## src/pfrs_cfg.svh

```systemverilog
// constants for the fault supervision and restart sequencer
`ifndef PFRS_CFG_SVH
`define PFRS_CFG_SVH
`define PFRS_FB_LOSS_CYCLES   64
`define PFRS_UV_CYCLES        16384
`define PFRS_OVL_TRIP_CYCLES  16384
`define PFRS_RESTART_ATTEMPTS 8
`define PFRS_CLK_MHZ          100
`define PFRS_START_PULSE_NS   700
`define PFRS_START_PULSE_CYC  ((`PFRS_START_PULSE_NS * `PFRS_CLK_MHZ) / 1000)
`endif

```

## src/pfrs_pkg.sv

```systemverilog
// types for the fault supervision and restart sequencer
package pfrs_pkg;
    typedef enum logic [1:0]
    {
        PFRS_RUN      = 2'b00,
        PFRS_SHUTDOWN = 2'b01,
        PFRS_PULSE    = 2'b10
    } pfrs_state_e;

    typedef enum logic [1:0]
    {
        PFRS_FAULT_NONE = 2'b00,
        PFRS_FAULT_FB   = 2'b01,
        PFRS_FAULT_UV   = 2'b10,
        PFRS_FAULT_OVL  = 2'b11
    } pfrs_fault_e;
endpackage : pfrs_pkg

```

## src/pfrs_sequencer.sv

```systemverilog
// fault supervision and auto-restart sequencer
`timescale 1ns/100ps
`include "pfrs_cfg.svh"
module pfrs_sequencer #(
    parameter int FB_LOSS_CYCLES   = `PFRS_FB_LOSS_CYCLES,
    parameter int UV_CYCLES        = `PFRS_UV_CYCLES,
    parameter int OVL_TRIP_CYCLES  = `PFRS_OVL_TRIP_CYCLES,
    parameter int RESTART_ATTEMPTS = `PFRS_RESTART_ATTEMPTS,
    parameter int START_PULSE_CYC  = `PFRS_START_PULSE_CYC
) (
    input  wire logic                 clk_in,
    input  wire logic                 rst_n_in,
    input  wire logic                 clk_en_in,
    input  wire logic                 half_cycle_in,
    input  wire logic                 restart_tick_in,
    input  wire logic                 feedback_loss_in,
    input  wire logic                 comp_at_ceiling_in,
    input  wire logic                 overload_in,
    output logic                      drive_output_a_out,
    output logic                      drive_output_b_out,
    output logic                      clamp_out,
    output logic                      shutdown_out,
    output pfrs_pkg::pfrs_fault_e     fault_out
);
    import pfrs_pkg::*;

    // ------------------------------------------------------------
    // reset release and pin synchronisers
    // ------------------------------------------------------------
    logic [1:0] rst_sync_r;
    logic       rst_n;
    always_ff @(posedge clk_in or negedge rst_n_in)
    begin
        if (!rst_n_in)
            rst_sync_r <= 2'b00;
        else
            rst_sync_r <= {rst_sync_r[0], 1'b1};
    end
    assign rst_n = rst_sync_r[1];

    logic [4:0] in_s1_r;
    logic [4:0] in_s2_r;
    logic [4:0] pins;
    assign pins = {half_cycle_in, restart_tick_in, feedback_loss_in,
                   comp_at_ceiling_in, overload_in};
    always_ff @(posedge clk_in or negedge rst_n)
    begin
        if (!rst_n)
        begin
            in_s1_r <= 5'h00;
            in_s2_r <= 5'h00;
        end
        else
        begin
            in_s1_r <= pins;
            in_s2_r <= in_s1_r;
        end
    end

    logic half_d_r;
    logic tick_d_r;
    logic cyc;
    logic tick;
    logic fb_low;
    logic at_ceil;
    logic ovl;
    assign cyc     = in_s2_r[4] & ~half_d_r;
    assign tick    = in_s2_r[3] & ~tick_d_r;
    assign fb_low  = in_s2_r[2];
    assign at_ceil = in_s2_r[1];
    assign ovl     = in_s2_r[0];

    // ------------------------------------------------------------
    // fault counters and restart sequencer
    // ------------------------------------------------------------
    localparam int FW = $clog2(FB_LOSS_CYCLES + 1);
    localparam int UW = $clog2(UV_CYCLES + 1);
    localparam int OW = $clog2(OVL_TRIP_CYCLES + 1);
    localparam int AW = $clog2(RESTART_ATTEMPTS + 1);
    localparam int PW = $clog2(START_PULSE_CYC + 1);

    pfrs_state_e     state_r, state_nxt;
    pfrs_fault_e     fault_r, fault_nxt;
    logic [FW-1:0]   fb_cnt_r, fb_cnt_nxt;
    logic [UW-1:0]   uv_cnt_r, uv_cnt_nxt;
    logic [OW-1:0]   ovl_cnt_r, ovl_cnt_nxt;
    logic [AW-1:0]   att_cnt_r, att_cnt_nxt;
    logic [PW-1:0]   pls_cnt_r, pls_cnt_nxt;
    logic            pls_b_r, pls_b_nxt;
    logic            phase_r, phase_nxt;

    always_comb
    begin
        state_nxt   = state_r;
        fault_nxt   = fault_r;
        fb_cnt_nxt  = fb_cnt_r;
        uv_cnt_nxt  = uv_cnt_r;
        ovl_cnt_nxt = ovl_cnt_r;
        att_cnt_nxt = att_cnt_r;
        pls_cnt_nxt = pls_cnt_r;
        pls_b_nxt   = pls_b_r;
        phase_nxt   = phase_r;
        unique case (state_r)
            PFRS_RUN:
            begin
                if (cyc)
                begin
                    phase_nxt = ~phase_r;
                    if (fb_low)
                        fb_cnt_nxt = fb_cnt_r + FW'(1);
                    else
                        fb_cnt_nxt = '0;
                    if (at_ceil)
                        uv_cnt_nxt = uv_cnt_r + UW'(1);
                    else
                        uv_cnt_nxt = '0;
                    if (ovl)
                        ovl_cnt_nxt = ovl_cnt_r + OW'(1);
                    else if (ovl_cnt_r != '0)
                        ovl_cnt_nxt = ovl_cnt_r - OW'(1);
                    if (fb_low && fb_cnt_r == FW'(FB_LOSS_CYCLES - 1))
                        fault_nxt = PFRS_FAULT_FB;
                    else if (at_ceil && uv_cnt_r == UW'(UV_CYCLES - 1))
                        fault_nxt = PFRS_FAULT_UV;
                    else if (ovl && ovl_cnt_r == OW'(OVL_TRIP_CYCLES - 1))
                        fault_nxt = PFRS_FAULT_OVL;
                    if (fault_nxt != PFRS_FAULT_NONE)
                    begin
                        state_nxt   = PFRS_SHUTDOWN;
                        fb_cnt_nxt  = '0;
                        uv_cnt_nxt  = '0;
                        ovl_cnt_nxt = '0;
                        att_cnt_nxt = '0;
                    end
                end
            end
            PFRS_SHUTDOWN:
            begin
                if (tick)
                begin
                    att_cnt_nxt = att_cnt_r + AW'(1);
                    if (att_cnt_r == AW'(RESTART_ATTEMPTS - 1))
                    begin
                        state_nxt   = PFRS_PULSE;
                        pls_cnt_nxt = '0;
                        pls_b_nxt   = 1'b0;
                    end
                end
            end
            PFRS_PULSE:
            begin
                pls_cnt_nxt = pls_cnt_r + PW'(1);
                if (pls_cnt_r == PW'(START_PULSE_CYC - 1))
                begin
                    pls_cnt_nxt = '0;
                    if (pls_b_r)
                    begin
                        state_nxt = PFRS_RUN;
                        fault_nxt = PFRS_FAULT_NONE;
                        phase_nxt = 1'b0;
                    end
                    else
                        pls_b_nxt = 1'b1;
                end
            end
            default:
                state_nxt = PFRS_SHUTDOWN;
        endcase
    end

    always_ff @(posedge clk_in or negedge rst_n)
    begin
        if (!rst_n)
        begin
            half_d_r  <= 1'b0;
            tick_d_r  <= 1'b0;
            state_r   <= PFRS_RUN;
            fault_r   <= PFRS_FAULT_NONE;
            fb_cnt_r  <= '0;
            uv_cnt_r  <= '0;
            ovl_cnt_r <= '0;
            att_cnt_r <= '0;
            pls_cnt_r <= '0;
            pls_b_r   <= 1'b0;
            phase_r   <= 1'b0;
        end
        else if (clk_en_in)
        begin
            half_d_r  <= in_s2_r[4];
            tick_d_r  <= in_s2_r[3];
            state_r   <= state_nxt;
            fault_r   <= fault_nxt;
            fb_cnt_r  <= fb_cnt_nxt;
            uv_cnt_r  <= uv_cnt_nxt;
            ovl_cnt_r <= ovl_cnt_nxt;
            att_cnt_r <= att_cnt_nxt;
            pls_cnt_r <= pls_cnt_nxt;
            pls_b_r   <= pls_b_nxt;
            phase_r   <= phase_nxt;
        end
    end

    // ------------------------------------------------------------
    // drive outputs, registered
    // ------------------------------------------------------------
    logic drv_a_r;
    logic drv_b_r;
    logic clamp_r;
    always_ff @(posedge clk_in or negedge rst_n)
    begin
        if (!rst_n)
        begin
            drv_a_r <= 1'b0;
            drv_b_r <= 1'b0;
            clamp_r <= 1'b0;
        end
        else if (clk_en_in)
        begin
            clamp_r <= (state_nxt == PFRS_SHUTDOWN);
            drv_a_r <= (state_nxt == PFRS_RUN) ? ~phase_nxt
                     : (state_nxt == PFRS_PULSE) & ~pls_b_nxt;
            drv_b_r <= (state_nxt == PFRS_RUN) ? phase_nxt
                     : (state_nxt == PFRS_PULSE) & pls_b_nxt;
        end
    end

    assign drive_output_a_out = drv_a_r;
    assign drive_output_b_out = drv_b_r;
    assign clamp_out          = clamp_r;
    assign shutdown_out       = (state_r == PFRS_SHUTDOWN);
    assign fault_out          = fault_r;
endmodule : pfrs_sequencer

```

## config.mk

```make
export PLATFORM = sky130hd
export DESIGN_NAME = pfrs_sequencer
export DESIGN_NICKNAME = d
export VERILOG_FILES = /design/src/pfrs_pkg.sv /design/src/pfrs_sequencer.sv
export VERILOG_INCLUDE_DIRS = /design/src
export SDC_FILE = /design/constraint.sdc
export NUM_CORES = 1
export LEC_CHECK = 0
export ABC_AREA = 1
export BUFFER_PORTS_ARGS = -buffer_cell sky130_fd_sc_hd__buf_2
export CELL_PAD_IN_SITES_DETAIL_PLACEMENT = 0
export CELL_PAD_IN_SITES_GLOBAL_PLACEMENT = 1
export CORE_AREA = 8 8 100 102
export CTS_BUF_LIST = sky130_fd_sc_hd__clkbuf_2 sky130_fd_sc_hd__clkbuf_4 sky130_fd_sc_hd__clkbuf_8
export CTS_CLUSTER_DIAMETER = 200
export DETAILED_ROUTE_END_ITERATION = 10
export DIE_AREA = 0 0 108 110
export HOLD_SLACK_MARGIN = 0.15
export PLACE_DENSITY_LB_ADDON = 0.1
export REMOVE_ABC_BUFFERS = 1
export SLEW_MARGIN = 20
export SYNTH_ARGS = -nofsm -noshare
export SYNTH_HDL_FRONTEND = slang
export SYNTH_SLANG_ARGS = --single-unit
```

## constraint.sdc

```tcl
create_clock -name clk_in -period 3.44 [get_ports clk_in]
set_clock_uncertainty 0.15 [all_clocks]
set_input_delay 0 -clock clk_in [delete_from_list [all_inputs] [get_ports clk_in]]
set_output_delay 0 -clock clk_in [all_outputs]
set_load 0.05 [all_outputs]
```

==> flow_summary.toml <==
[global_route]
track_usage = 0.161
grt_pass1_wl_um = 15200
grt_pass1_vias = 3285
grt_max_degree = 25
grt_antenna_before_repair = 0
grt_overflow_total = 0

[timing]
worst_pin_slew_ns = 0.532
fmax_ghz = 0.378
fin_setup_tns_ns = 0
timing.final.crit_share = 0.770
drv_slew = 0
grt_setup_unrepaired = "no"
setup_violations = 0
final.min_clock_period_ns = 2.65
relSlewSlack = 0.645
hold_viol_final = 0

[outcome]
status = "finished, final reports clean"

[die]
dieArea_um2 = 11900
die_h_um = 110
start_util = 0.482
ios = 14
placementRows = 34
core_um2 = 8470
die_w_um = 108

[logic_synthesis]
yosysTopAreaCellShare = 0.435
netlist_area_um2 = 4080
yosysMostFrequentCell = "nand2_1"
ys_warn_count = 0
synth.area.top_cells = "dfrtp_1 44%, nand2_1 10%, ha_1 6.7%"
synth_commonest_cells = "114 x nand2_1, 71 x dfrtp_1, 57 x inv_1"
syn_inst = 497
synth-seq-area-share = 0.435
synthArstFlopShare = 1.00
synth.distinct_cells = 44
synth_flop_cell = "dfrtp_1"
synth-edff-count = 0
synth.avg_cell_area_um2 = 8.21
synth-seq-cells = 71
yosysTopAreaCell = "dfrtp_1"

[worst_setup_path]
cpMostUsedCell = "nand2_1"
cp-end-kind = "flop"
critical-path-top-delay-family = "compound AO/OA/AOI/OAI gates"
path_max_fanout = 14
worstPathRequired_ns = 3.57
cp-start-kind = "flop"
ff2ff_setup_slack_ns = 0.79
worstPathCellList = "inv_1 -> ha_1 -> a21oi_1 -> nand2_1 -> a21boi_0 -> o21bai_1 -> nand3_1 -> nand2_1 -> nand2_1 -> nand2_1 -> o21ai_0"
arrival_ns = 2.78
worst-setup-path-type = "flop to flop"
rr_worst_depth = 11
critPathBufInv = 1
max_stage_delay_ns = 0.43
rr_endpoint = "ovl_cnt_r[12]"
cp_slowest_cell = "dfrtp_1"
worstReg2RegStart = "in_s2_r[0]"

[clock_tree]
clk_pin_slew_ns = 0.08
cts.repair.resized = 0
cts_tree = "done"
clkLatencyLatePin_ns = 0.35
clockRootBuffer = "clkbuf_8"
ctsLongestPathBuffers = 2
htreeDepth = 3
numCtsBuffers = 9
cts.sinks = 71

[route]
drt_iter0_drc = 157
num_vias = 3252
wl_um = 8600
wire_per_inst_um = 13.3
drt_first_pass_iters = 4
viasPerCell = 5.03
drcViolationCount = 0
ant_nets = 0

[power]
peakVddDrop_mv = 0.364
leakage_nw = 2.18
power-per-cell-area_nw_per_um2 = 691

[place]
placed_area_um2 = 4270
gp_congestion = 0.839
port_buffers = 13
dpl.hpwl_um = 6200

[hold_path]
holdCritPathClass = "flop to asynchronous set/reset pin"

[cells_and_area]
fillers = 808
syn_to_final_growth_pct = 12.6
diodes = 0
layout-drive-gt1-share = 0.117
final_area_um2 = 4590
nNetsFinal = 565

[flow_run]
cap_violations = 0
[cells in the final DEF, fill, tap and decap left out, drive strengths merged, types with 2 or more instances in the layout]
cell,netlist,layout
nand2,117,117
dfrtp,71,71
inv,60,62
nor2,52,52
o21ai,42,42
a21oi,30,30
nand3,26,26
ha,22,22
xor2,18,18
buf,3,16
dlygate4sd3,0,15
nand4,9,9
clkbuf,2,9
nor3,8,8
xnor2,7,7
o22ai,6,6
nor4,4,4
clkinv,0,3
a21boi,2,2
or2,2,2
o21a,2,2
a31oi,2,2
a21o,2,2
clkinvlp,0,2
[worst reg2reg max path, delay by kind of cell (launching register included)]
family                   cells  cell delay, ns
AO/OA/AOI/OAI                4            0.88
adder cells (fa/ha/maj)      1            0.37
buffers and inverters        1            0.40
flip-flops                   1            0.43
AND/OR/NAND/NOR              5            0.34
[timing repair]
action | 4_1_cts | 5_1_grt
hold endpoints to repair | 47 | 0
hold buffers | 16 | 0
setup buffers | 0 | 0
[state kept, by name, summed over array words and instances, names as in the netlist]
| signal | count |
|---|---|
| rst_sync_r | 2 |
| drive_output_b_out | 1 |
| in_s1_r | 5 |
| phase_r | 1 |
| drive_output_a_out | 1 |
| half_d_r | 1 |
| att_cnt_r | 4 |
| uv_cnt_r | 15 |
| tick_d_r | 1 |
| ovl_cnt_r | 15 |
| fault_out | 2 |
| fb_cnt_r | 7 |
| pls_cnt_r | 7 |
| pls_b_r | 1 |
| in_s2_r | 5 |
| state_r | 2 |
| clamp_out | 1 |
[cell type report]
cell class / count / area, um^2 / share of cell area
multi-input combinational: 361 / 2050 / 0.446
sequential: 71 / 1780 / 0.387
clock buffer: 9 / 124 / 0.0270
clock inverter: 7 / 47.5 / 0.0103
tap: 108 / 135 / 0.0294
timing repair buffer: 31 / 235 / 0.0512
inverter: 60 / 225 / 0.0490
[logic make-up (layout without fill, tap and decap cells)]
| group | Yosys count | count (layout) | synth area share |
|---|---|---|---|
| AND/OR/NAND/NOR | 221 | 221 | 0.239 |
| AO/OA/AOI/OAI | 91 | 91 | 0.137 |
| flip-flops | 71 | 71 | 0.435 |
| buffers and inverters | 65 | 107 | 0.0625 |
| XOR/XNOR | 25 | 25 | 0.0536 |
| adder cells (fa/ha/maj) | 23 | 23 | 0.0723 |
| other | 1 | 1 | 0.000919 |
[how the worst max path moves through the flow]
stage,from,slack [ns],end,cells past startpoint
5_1_grt,in_s2_r[0],0.50,ovl_cnt_r[12],11
4_1_cts,in_s2_r[0],0.78,ovl_cnt_r[12],11
3_5_place_dp,in_s2_r[0],0.77,ovl_cnt_r[12],11
3_3_place_gp,in_s2_r[0],0.82,ovl_cnt_r[12],11
2_1_floorplan,in_s2_r[0],1.15,ovl_cnt_r[12],11
6_report,in_s2_r[0],0.79,ovl_cnt_r[12],11
[metrics by stage]
step	setup slack, ns	hold slack, ns	instances	utilization	power (mW)
2_1_floorplan	1.15	-0.446	492	-	2.26
3_3_place_gp	0.817	-0.365	615	0.504	2.56
3_5_place_dp	0.771	-0.364	615	0.504	2.57
4_1_cts	0.784	0.206	647	0.543	3.21
5_1_grt	0.500	0.210	647	0.543	3.45
6_report	0.792	0.202	647	0.543	3.17
[power by group]
group / switching (mW) / internal [mW]
clock: 0.347 / 0.263
combinational: 0.882 / 0.490
sequential: 0.175 / 1.02
total: 1.40 / 1.77
[metal layers]
metal	vias to the layer above	track usage	wire, um
met3	14	0.0273	208
li1	1695	-	-
met4	0	0.0674	142
met2	28	0.263	4100
met5	-	0	0
met1	1515	0.206	4140
Note: power is estimated with default switching activity, not from simulation.
